$ cat config.mk
export PLATFORM = sky130hd
export DESIGN_NAME = obc_config_decoder
export DESIGN_NICKNAME = d
export VERILOG_FILES = /design/src/hw/obc_pkg.sv /design/src/hw/obc_config_decoder.sv /design/src/hw/obc_option_store.sv
export SDC_FILE = /design/constraint.sdc
export NUM_CORES = 1
export LEC_CHECK = 0
export BUFFER_PORTS_ARGS = -buffer_cell sky130_fd_sc_hd__buf_2
export CAP_MARGIN = 20
export CORE_MARGIN = 2
export CORE_UTILIZATION = 25
export CTS_CLUSTER_SIZE = 24
export DETAILED_ROUTE_END_ITERATION = 7
export SLEW_MARGIN = 0
export SYNTH_ARGS = -nofsm -noshare
export SYNTH_HDL_FRONTEND = slang
export SYNTH_SLANG_ARGS = --single-unit
$ cat constraint.sdc
create_clock -name i_clk -period 4.45 [get_ports i_clk]
set_input_delay 0.445 -clock i_clk [delete_from_list [all_inputs] [get_ports i_clk]]
set_output_delay 0.445 -clock i_clk [all_outputs]
set_load 0.005 [all_outputs]
$ cat src/hw/obc_pkg.sv
// Purpose: Shared constants and types for the option byte configuration decoder
// Assumes: Single clock domain, option bytes held in a small local store
// Notes: Offsets address the programming port only, never the CPU map
package obc_pkg;

	// ==========================================================
	// Programming port offsets
	localparam logic [1:0] OFS_OPT0 = 2'h0;
	localparam logic [1:0] OFS_OPT1 = 2'h1;
	localparam logic [1:0] OFS_ERASE = 2'h2;
	localparam logic [1:0] OFS_STATUS = 2'h3;

	// ==========================================================
	// Option byte 0 field positions
	localparam int BIT_WDOG_HALT = 7;
	localparam int BIT_WDOG_SW = 6;
	localparam int BIT_CLK_SRC = 5;
	localparam int BIT_VD_HI = 4;
	localparam int BIT_VD_LO = 3;
	localparam int BIT_RST_LEN = 2;
	localparam int BIT_HALF_PRE = 1;
	localparam int BIT_RDP = 0;

	// Option byte 1 field positions
	localparam int BIT_MOTOR_HI = 1;
	localparam int BIT_MOTOR_LO = 0;

	// ==========================================================
	// Values after erase and reset
	localparam logic [7:0] ERASED_BYTE = 8'hff;
	localparam logic [7:0] RD_DATA_RST = 8'h00;

	// ==========================================================
	// Voltage detect codes
	localparam logic [1:0] VD_BOTH_ON = 2'h0;
	localparam logic [1:0] VD_LOW_ONLY = 2'h1;
	localparam logic [1:0] VD_BOTH_OFF = 2'h2;
	localparam logic [1:0] VD_ERASED = 2'h3;

	// Motor output reset state codes
	localparam logic [1:0] MOTOR_HIZ_A = 2'h0;
	localparam logic [1:0] MOTOR_LOW = 2'h1;
	localparam logic [1:0] MOTOR_HIGH = 2'h2;
	localparam logic [1:0] MOTOR_HIZ_B = 2'h3;

	// ==========================================================
	// Reset phase and halt exit lengths in CPU cycles
	localparam logic [12:0] RESET_CYCLES_LONG = 13'h1000;
	localparam logic [12:0] RESET_CYCLES_SHORT = 13'h0100;

	// ==========================================================
	// Types
	typedef enum logic [2:0] {
		PH_LOAD0,
		PH_LOAD1,
		PH_LOAD2,
		PH_RESET_PHASE,
		PH_RUN,
		PH_HALT,
		PH_HALT_EXIT
	} obc_state_t;

	typedef enum logic [1:0] {
		ER_IDLE,
		ER_USER_MEM,
		ER_OPTIONS
	} obc_erase_t;

	typedef struct packed {
		logic wdog_halt_reset_opt;
		logic wdog_software_opt;
		logic clock_source_opt;
		logic low_voltage_detector;
		logic aux_voltage_detector;
		logic reset_length_opt;
		logic half_prescaler_opt;
		logic readout_protect_opt;
		logic [1:0] motor_output_reset_state;
	} obc_settings_t;

endpackage

$ cat src/hw/obc_config_decoder.sv
// Purpose: Load, decode and hold the two static option bytes, run reset and halt timing
// Assumes: Programming port usable only while the programming mode input is high
// Notes: Settings are sampled once after each reset and stay fixed until the next
//
// Operation
// (RL1) Halt with watchdog active resets if option set
// (RL2) Watchdog type: hardware always on or software
// (RL3) Clock source bit selects PLL or oscillator
// (RL4) Voltage field sets low and aux detector enables
// (RL5) Voltage code eleven meaning unconfirmed, erased default
// (RL6) Reset length bit: 4096 or 256 cycles
// (RL7) PLL clock forces 4096 cycle reset length
// (RL8) Programmer should choose long reset with resonators
// (RL9) Divide-by-two bit bypasses or halves the clock
// (RL10) Protection bit zero protects user flash
// (RL11) Protection blocks user memory in test, in-circuit
// (RL12) Option erase under protection erases user memory first
// (RL13) Erased option bytes read all ones
// (RL14) Option bytes absent from CPU map, programming only
// (RL15) Byte one bits set motor outputs during reset
// (RL16) Load bytes before reset release, hold until reset
`timescale 1ns/1ps

module obc_config_decoder (
	// Clock and resets
	input wire logic i_clk,
	input wire logic i_resetn,
	input wire logic i_por_n,
	// Programming port
	input wire logic i_prog_mode,
	input wire logic [1:0] i_addr,
	input wire logic [7:0] i_wr_data,
	input wire logic i_wr,
	input wire logic i_rd,
	output logic [7:0] o_rd_data,
	// Test and in-circuit access modes
	input wire logic i_test_mode,
	input wire logic i_in_circuit_programming_mode,
	// User memory erase handshake
	input wire logic i_user_erase_done,
	output logic o_user_erase_req,
	output logic o_user_mem_block,
	// CPU power state
	input wire logic i_wdog_sw_enabled,
	input wire logic i_halt_entry,
	input wire logic i_halt_wake,
	output logic o_cpu_reset_n,
	output logic o_halted,
	output logic o_wdog_halt_reset,
	// Decoded settings
	output obc_pkg::obc_settings_t o_settings,
	output logic o_watchdog_hw_enable,
	output logic o_pll_select,
	output logic o_prescaler_halve,
	// Motor control outputs under reset
	output logic o_motor_drive_level,
	output logic o_motor_drive_oe
);

	// ==========================================================
	// Functions
	function automatic obc_pkg::obc_settings_t decode_bytes(input logic [7:0] b0, input logic [7:0] b1);
		obc_pkg::obc_settings_t s;
		logic [1:0] vd;
		s = '0;
		vd = {b0[obc_pkg::BIT_VD_HI], b0[obc_pkg::BIT_VD_LO]};
		s.wdog_halt_reset_opt = b0[obc_pkg::BIT_WDOG_HALT]; // RL1
		s.wdog_software_opt = b0[obc_pkg::BIT_WDOG_SW]; // RL2
		s.clock_source_opt = b0[obc_pkg::BIT_CLK_SRC]; // RL3
		s.reset_length_opt = b0[obc_pkg::BIT_RST_LEN]; // RL6
		s.half_prescaler_opt = b0[obc_pkg::BIT_HALF_PRE]; // RL9
		s.readout_protect_opt = b0[obc_pkg::BIT_RDP]; // RL10
		s.motor_output_reset_state = {b1[obc_pkg::BIT_MOTOR_HI], b1[obc_pkg::BIT_MOTOR_LO]}; // RL15
		case (vd)
			obc_pkg::VD_BOTH_ON: begin
				s.low_voltage_detector = 1'b1; // RL4
				s.aux_voltage_detector = 1'b1;
			end
			obc_pkg::VD_LOW_ONLY: begin
				s.low_voltage_detector = 1'b1; // RL4
				s.aux_voltage_detector = 1'b0;
			end
			obc_pkg::VD_BOTH_OFF: begin
				s.low_voltage_detector = 1'b0; // RL4
				s.aux_voltage_detector = 1'b0;
			end
			default: begin
				// Erased code taken as both detectors on, pending confirmation
				s.low_voltage_detector = 1'b1; // RL5
				s.aux_voltage_detector = 1'b1; // RL5
			end
		endcase
		return s;
	endfunction

	function automatic logic [12:0] phase_cycles(input obc_pkg::obc_settings_t s);
		logic [12:0] n;
		n = obc_pkg::RESET_CYCLES_LONG;
		if (!s.clock_source_opt) begin
			n = obc_pkg::RESET_CYCLES_LONG; // RL7
		end else if (s.reset_length_opt) begin
			n = obc_pkg::RESET_CYCLES_SHORT; // RL6
		end
		return n;
	endfunction

	// ==========================================================
	// Declarations
	obc_pkg::obc_state_t state;
	obc_pkg::obc_state_t next_state;
	obc_pkg::obc_erase_t erase_state;
	obc_pkg::obc_settings_t next_settings;
	logic [12:0] count;
	logic [7:0] load_byte0;
	logic store_rd_sel;
	logic [7:0] store_rd_data;
	logic [7:0] live_byte0;
	logic [7:0] live_byte1;
	logic store_wr;
	logic store_erase;
	logic prog_wr;
	logic prog_rd;
	logic live_protect;
	logic wdog_active;
	logic count_done;

	// ==========================================================
	// Option store
	obc_option_store u_store (
		.i_clk(i_clk),
		.i_por_n(i_por_n),
		.i_wr(store_wr),
		.i_wr_sel(i_addr[0]),
		.i_wr_data(i_wr_data),
		.i_erase(store_erase),
		.i_rd_sel(store_rd_sel),
		.o_rd_data(store_rd_data),
		.o_byte0(live_byte0),
		.o_byte1(live_byte1)
	);

	// ==========================================================
	// Programming access qualification
	assign prog_wr = i_wr & i_prog_mode; // RL14
	assign prog_rd = i_rd & i_prog_mode; // RL14
	assign live_protect = ~live_byte0[obc_pkg::BIT_RDP];
	assign store_wr = prog_wr && (erase_state == obc_pkg::ER_IDLE) &&
		(i_addr == obc_pkg::OFS_OPT0 || i_addr == obc_pkg::OFS_OPT1);
	assign store_erase = (erase_state == obc_pkg::ER_OPTIONS);
	assign store_rd_sel = (state == obc_pkg::PH_LOAD1);
	assign wdog_active = ~o_settings.wdog_software_opt | i_wdog_sw_enabled;
	assign count_done = (count == 13'h0001);

	// ==========================================================
	// Option erase sequence
	always_ff @(posedge i_clk or negedge i_resetn) begin
		if (!i_resetn) begin
			erase_state <= obc_pkg::ER_IDLE;
		end else begin
			case (erase_state)
				obc_pkg::ER_IDLE: begin
					if (prog_wr && i_addr == obc_pkg::OFS_ERASE) begin
						if (live_protect) begin
							erase_state <= obc_pkg::ER_USER_MEM; // RL12
						end else begin
							erase_state <= obc_pkg::ER_OPTIONS;
						end
					end
				end
				obc_pkg::ER_USER_MEM: begin
					if (i_user_erase_done) begin
						erase_state <= obc_pkg::ER_OPTIONS; // RL12
					end
				end
				default: begin
					erase_state <= obc_pkg::ER_IDLE;
				end
			endcase
		end
	end

	always_ff @(posedge i_clk or negedge i_resetn) begin
		if (!i_resetn) begin
			o_user_erase_req <= 1'b0;
		end else begin
			o_user_erase_req <= (erase_state == obc_pkg::ER_USER_MEM) && !i_user_erase_done; // RL12
		end
	end

	// ==========================================================
	// User memory blocking in test and in-circuit modes
	always_ff @(posedge i_clk or negedge i_resetn) begin
		if (!i_resetn) begin
			o_user_mem_block <= 1'b0;
		end else begin
			o_user_mem_block <= live_protect & (i_test_mode | i_in_circuit_programming_mode); // RL11
		end
	end

	// ==========================================================
	// Programming port read data
	always_ff @(posedge i_clk or negedge i_resetn) begin
		if (!i_resetn) begin
			o_rd_data <= obc_pkg::RD_DATA_RST;
		end else if (prog_rd) begin
			if (i_addr == obc_pkg::OFS_OPT0) begin
				o_rd_data <= live_byte0;
			end else if (i_addr == obc_pkg::OFS_OPT1) begin
				o_rd_data <= live_byte1;
			end else if (i_addr == obc_pkg::OFS_STATUS) begin
				o_rd_data <= {4'h0, live_protect, o_user_erase_req,
					erase_state != obc_pkg::ER_IDLE, state == obc_pkg::PH_RUN};
			end else begin
				o_rd_data <= obc_pkg::RD_DATA_RST;
			end
		end else begin
			o_rd_data <= obc_pkg::RD_DATA_RST;
		end
	end

	// ==========================================================
	// Load and power state sequence
	always_comb begin
		next_state = state;
		case (state)
			obc_pkg::PH_LOAD0: begin
				next_state = obc_pkg::PH_LOAD1;
			end
			obc_pkg::PH_LOAD1: begin
				next_state = obc_pkg::PH_LOAD2;
			end
			obc_pkg::PH_LOAD2: begin
				next_state = obc_pkg::PH_RESET_PHASE;
			end
			obc_pkg::PH_RESET_PHASE: begin
				if (count_done) begin
					next_state = obc_pkg::PH_RUN;
				end
			end
			obc_pkg::PH_RUN: begin
				if (i_halt_entry) begin
					if (wdog_active && o_settings.wdog_halt_reset_opt) begin
						next_state = obc_pkg::PH_RESET_PHASE; // RL1
					end else begin
						next_state = obc_pkg::PH_HALT; // RL1
					end
				end
			end
			obc_pkg::PH_HALT: begin
				if (i_halt_wake) begin
					next_state = obc_pkg::PH_HALT_EXIT;
				end
			end
			obc_pkg::PH_HALT_EXIT: begin
				if (count_done) begin
					next_state = obc_pkg::PH_RUN;
				end
			end
			default: begin
				next_state = obc_pkg::PH_LOAD0;
			end
		endcase
	end

	always_ff @(posedge i_clk or negedge i_resetn) begin
		if (!i_resetn) begin
			state <= obc_pkg::PH_LOAD0;
		end else begin
			state <= next_state;
		end
	end

	// Capture byte 0 as it arrives from the store
	always_ff @(posedge i_clk or negedge i_resetn) begin
		if (!i_resetn) begin
			load_byte0 <= obc_pkg::ERASED_BYTE;
		end else if (state == obc_pkg::PH_LOAD1) begin
			load_byte0 <= store_rd_data;
		end
	end

	// ==========================================================
	// Settings, latched once per reset
	assign next_settings = decode_bytes(load_byte0, store_rd_data);

	always_ff @(posedge i_clk or negedge i_resetn) begin
		if (!i_resetn) begin
			o_settings <= decode_bytes(obc_pkg::ERASED_BYTE, obc_pkg::ERASED_BYTE); // RL13
		end else if (state == obc_pkg::PH_LOAD2) begin
			o_settings <= next_settings; // RL16
		end
	end

	always_ff @(posedge i_clk or negedge i_resetn) begin
		if (!i_resetn) begin
			o_watchdog_hw_enable <= 1'b0;
			o_pll_select <= 1'b0;
			o_prescaler_halve <= 1'b0;
		end else if (state == obc_pkg::PH_LOAD2) begin
			o_watchdog_hw_enable <= ~next_settings.wdog_software_opt; // RL2
			o_pll_select <= ~next_settings.clock_source_opt; // RL3
			o_prescaler_halve <= ~next_settings.half_prescaler_opt; // RL9
		end
	end

	// ==========================================================
	// Reset phase and halt exit counter
	always_ff @(posedge i_clk or negedge i_resetn) begin
		if (!i_resetn) begin
			count <= obc_pkg::RESET_CYCLES_LONG;
		end else if (state == obc_pkg::PH_LOAD2) begin
			count <= phase_cycles(next_settings); // RL6
		end else if (next_state == obc_pkg::PH_RESET_PHASE && state == obc_pkg::PH_RUN) begin
			count <= phase_cycles(o_settings); // RL7
		end else if (next_state == obc_pkg::PH_HALT_EXIT && state == obc_pkg::PH_HALT) begin
			count <= phase_cycles(o_settings); // RL6
		end else if ((state == obc_pkg::PH_RESET_PHASE || state == obc_pkg::PH_HALT_EXIT) && !count_done) begin
			count <= count - 13'h0001;
		end
	end

	// ==========================================================
	// CPU reset, halt and watchdog reset outputs
	always_ff @(posedge i_clk or negedge i_resetn) begin
		if (!i_resetn) begin
			o_cpu_reset_n <= 1'b0;
		end else begin
			o_cpu_reset_n <= (next_state == obc_pkg::PH_RUN || next_state == obc_pkg::PH_HALT ||
				next_state == obc_pkg::PH_HALT_EXIT); // RL16
		end
	end

	always_ff @(posedge i_clk or negedge i_resetn) begin
		if (!i_resetn) begin
			o_halted <= 1'b0;
		end else begin
			o_halted <= (next_state == obc_pkg::PH_HALT || next_state == obc_pkg::PH_HALT_EXIT);
		end
	end

	always_ff @(posedge i_clk or negedge i_resetn) begin
		if (!i_resetn) begin
			o_wdog_halt_reset <= 1'b0;
		end else begin
			o_wdog_halt_reset <= (state == obc_pkg::PH_RUN) && i_halt_entry &&
				wdog_active && o_settings.wdog_halt_reset_opt; // RL1
		end
	end

	// ==========================================================
	// Motor outputs during the CPU reset phase, released while the load states run
	always_ff @(posedge i_clk or negedge i_resetn) begin
		if (!i_resetn) begin
			o_motor_drive_level <= 1'b0;
			o_motor_drive_oe <= 1'b0;
		end else if (next_state == obc_pkg::PH_RESET_PHASE) begin
			case (next_settings.motor_output_reset_state & {2{state == obc_pkg::PH_LOAD2}} |
				o_settings.motor_output_reset_state & {2{state != obc_pkg::PH_LOAD2}})
				obc_pkg::MOTOR_LOW: begin
					o_motor_drive_level <= 1'b0; // RL15
					o_motor_drive_oe <= 1'b1;
				end
				obc_pkg::MOTOR_HIGH: begin
					o_motor_drive_level <= 1'b1; // RL15
					o_motor_drive_oe <= 1'b1;
				end
				default: begin
					o_motor_drive_level <= 1'b0; // RL15
					o_motor_drive_oe <= 1'b0;
				end
			endcase
		end else begin
			o_motor_drive_level <= 1'b0;
			o_motor_drive_oe <= 1'b0;
		end
	end

endmodule

$ cat src/hw/obc_option_store.sv
// Purpose: Two byte non-volatile option store with registered read port
// Assumes: Power-on reset models the erased state of a fresh part
// Notes: Contents survive the system reset, only power-on or an option erase clears them
`timescale 1ns/1ps

module obc_option_store (
	// Clock and power-on reset
	input wire logic i_clk,
	input wire logic i_por_n,
	// Write and erase
	input wire logic i_wr,
	input wire logic i_wr_sel,
	input wire logic [7:0] i_wr_data,
	input wire logic i_erase,
	// Read port
	input wire logic i_rd_sel,
	output logic [7:0] o_rd_data,
	// Live contents
	output logic [7:0] o_byte0,
	output logic [7:0] o_byte1
);

	// ==========================================================
	// Storage, erased bytes read all ones
	always_ff @(posedge i_clk or negedge i_por_n) begin
		if (!i_por_n) begin
			o_byte0 <= obc_pkg::ERASED_BYTE; // RL13
			o_byte1 <= obc_pkg::ERASED_BYTE; // RL13
		end else if (i_erase) begin
			o_byte0 <= obc_pkg::ERASED_BYTE; // RL13
			o_byte1 <= obc_pkg::ERASED_BYTE; // RL13
		end else if (i_wr) begin
			if (i_wr_sel) begin
				o_byte1 <= i_wr_data;
			end else begin
				o_byte0 <= i_wr_data;
			end
		end
	end

	// ==========================================================
	// Registered read
	always_ff @(posedge i_clk or negedge i_por_n) begin
		if (!i_por_n) begin
			o_rd_data <= obc_pkg::ERASED_BYTE;
		end else begin
			o_rd_data <= i_rd_sel ? o_byte1 : o_byte0;
		end
	end

endmodule

==> reports/qor.yml <==
yosys.area_share.simple: 0.2310
grt_use_met1: 0.1422
finalWirelength_um: 7562
critPathKind: "register to register"
ys_ff_latch: 78
fp.coreArea_mm2: 0.01383
synth_xor_area_frac: 0.01242
outcome: "complete, no violations"
p_int_mw: 1.304
cts.clk_slew.worst_paths_ns: 0.06
grt_max_degree: 55
hold_viol: 0
io_pins: 50
synth.area.top_cells: "dfstp_2, dfrtp_1, nand2_1, mux2_2, mux2i_1"
synthFlopType: "dfstp_2"
dieWidth_um: 122.8
power_density_mw_per_mm2: 409.1
grt_pass1_vias: 2544
grt_pass1_wl_um: 12700
drcViolationCount: 0
switching_share: 0.2463
grt_usage: 0.1100
synth_area_mm2: 0.003526
synth-compound-area-share: 0.06104
synth_cell_types: 53
met2_usage: 0.1751
startpoint: "state[0]$_DFF_PN0_"
cap_violations: 0
grt-ovfl-total: 0
relSlewSlack: 0.4175
first_pass_iters: 4
start_util: 0.2550
fin_skew_ns: 0.007362
period_share: 0.4809
nFillCells: 1430
comb_power_share: 0.090
cts_tree: "done"
wl_per_cell_um: 13.27
cts_resized: 0
yosysWarningCount: 0
post_cts_buffers: 0
synthAdderAreaFrac: 0.01419
dr_total_vias: 2522
cts_buffers: 9
die_area_mm2: 0.01507
rows: 43
place_inst: 553
postSynth.asyncResetShare: 1.000
muxShareOfSynthArea: 0.08765
final_cells: 570
grt_antenna_before_repair: 0
p_leak_nw: 1.923
cts.sinks: 78
yosysSeqAreaShare: 0.5688
grt_setup_unrepaired: "false"
mostFrequentLayoutCells: "nand2_1, buf_2, dfstp_2, dfrtp_1, nor2_1"
holdWs_ns: 0.2292
arrival_ns: 2.39
slew_violations: 0
start_kind: "register"
hpwlAfterDp_um: 5564
final_common_cell: "nand2_1"
synth.largest_area_cell: "dfstp_2"
synth-edff-count: 0
sequentialPowerShare: 0.522
vdd_drop_max_v: 0.0002111
critPathMaxFanout: 13
setup_tns_ns: 0
diodes: 0
clockBufferDepth: 2
die_y_um: 122.8
period_needed_ns: 2.140
synth_top_family_by_area: "simple AND/OR/NAND/NOR gates"
synth.avg_cell_area_um2: 10.46
timing.fmax_mhz: 467.3
syn_to_final_growth_pct: 19.91
cp.required_ns: 4.70
hold_path.class: "input pin to async pin"
hold_buffers: 0
syn_nets: 363
synth_top_area_share: 0.3204
clk_latency_ns: 0.34
vias_per_cell: 4.425
r2r-start: "state[0]$_DFF_PN0_"
drt-initial-drc-count: 186
p_sw_mw: 0.4260
grt_use_met3: 0.03903
clock-root-buffer: "clkbuf_16"
layout-drive-gt1-share: 0.3487
finalSetupViolCount: 0
cts_max_level: 3
port_buffers: 49
ant_nets: 0
endpoint_kind: "register"
tightestPinTransition_ns: 0.8700
busiest_layer: "met2"
nNetsFinal: 411
gp_congestion: 0.7584
syn_inst: 337
clock_power_share: 0.388
==> per-stage QoR <==
stage / area, um2 / power (mW) / utilization / setup slack, ns
3_3_place_gp: 3946 / 1.067 / 0.2854 / 2.362
6_report: 4228 / 1.730 / 0.3058 / 2.310
4_1_cts: 4223 / 1.755 / 0.3054 / 2.283
2_1_floorplan: 3526 / 0.9980 / - / 2.519
5_1_grt: 4228 / 1.827 / 0.3058 / 2.070
3_5_place_dp: 3946 / 1.071 / 0.2854 / 2.291
==> critical path: stages, from the launching register on <==
cell and delay, ns:
dfrtp_1 0.53, nor3b_2 0.79, mux2i_1 0.31, ha_1 0.26
nor3_1 0.17
==> cell usage after synthesis, drive strengths merged, types with 4 or more instances <==
library cell,number
a31oi,4
buf,9
clkbuf,6
dfrtp,35
dfstp,43
ha,4
inv,6
mux2,15
mux2i,14
nand2,81
nand2b,5
nand3,16
nor2,27
nor3,8
nor3b,5
nor4,5
o21ai,9
xnor2,4
==> flip-flops by register name (all words and copies together) (netlist names), 2 cells and up <==
| name | cells |
|---|---|
| load_byte0 | 8 |
| state | 3 |
| o_settings | 10 |
| u_store.o_byte1 | 8 |
| u_store.o_byte0 | 8 |
| o_rd_data | 8 |
| count | 13 |
| erase_state | 2 |
| u_store.o_rd_data | 8 |
==> power by group through the flow <==
stage	clock network [mW]	registers (mW)	logic (mW)
after floorplan	0	0.892	0.106
after global placement	0	0.910	0.157
after detailed placement	0	0.913	0.158
after CTS	0.692	0.902	0.160
after global routing	0.729	0.914	0.184
final	0.671	0.902	0.156
==> cell families after synthesis <==
| group | count (synthesis) |
|---|---|
| buffers and inverters | 21 |
| muxes | 29 |
| DFF | 78 |
| AOI/OAI and AO/OA | 32 |
| adders and majority gates | 4 |
| and+or+nand+nor | 168 |
| xor gates and xnor gates | 5 |
==> per-layer routing <==
metal,up-vias,wire length (um)
met5,-,0
met4,0,116
met3,8,364
met2,49,3594
met1,1220,3486
li1,1245,-
==> layout make-up <==
type,instances,area [um2],area share
flip-flops and latches,78,2006,0.4744
clock inverters,6,47.55,0.01125
multi-input cells,238,1433,0.3389
clock buffers,10,229.0,0.05416
inverters,6,22.52,0.005327
repair buffers,52,265.3,0.06274
well taps,180,225.2,0.05327
==> worst paths after layout <==
| kind | to | slack, ns | cells past startpoint |
|---|---|---|---|
| max in group asynchronous | o_rd_data[7]$_DFF_PN0_ | 3.79 | 2 |
| worst min-delay path | count[11]$_DFFE_PN0P_ | 0.23 | 2 |
| worst max register to register | o_motor_drive_oe$_DFF_PN0_ | 2.31 | 4 |
| worst min register to register | o_settings[2]$_DFFE_PN1P_ | 0.46 | 2 |
| worst max-delay path | o_motor_drive_oe$_DFF_PN0_ | 2.31 | 4 |
| min in group i_clk | o_user_erase_req$_DFF_PN0_ | 0.29 | 2 |
(Power assumes the default switching activity.)
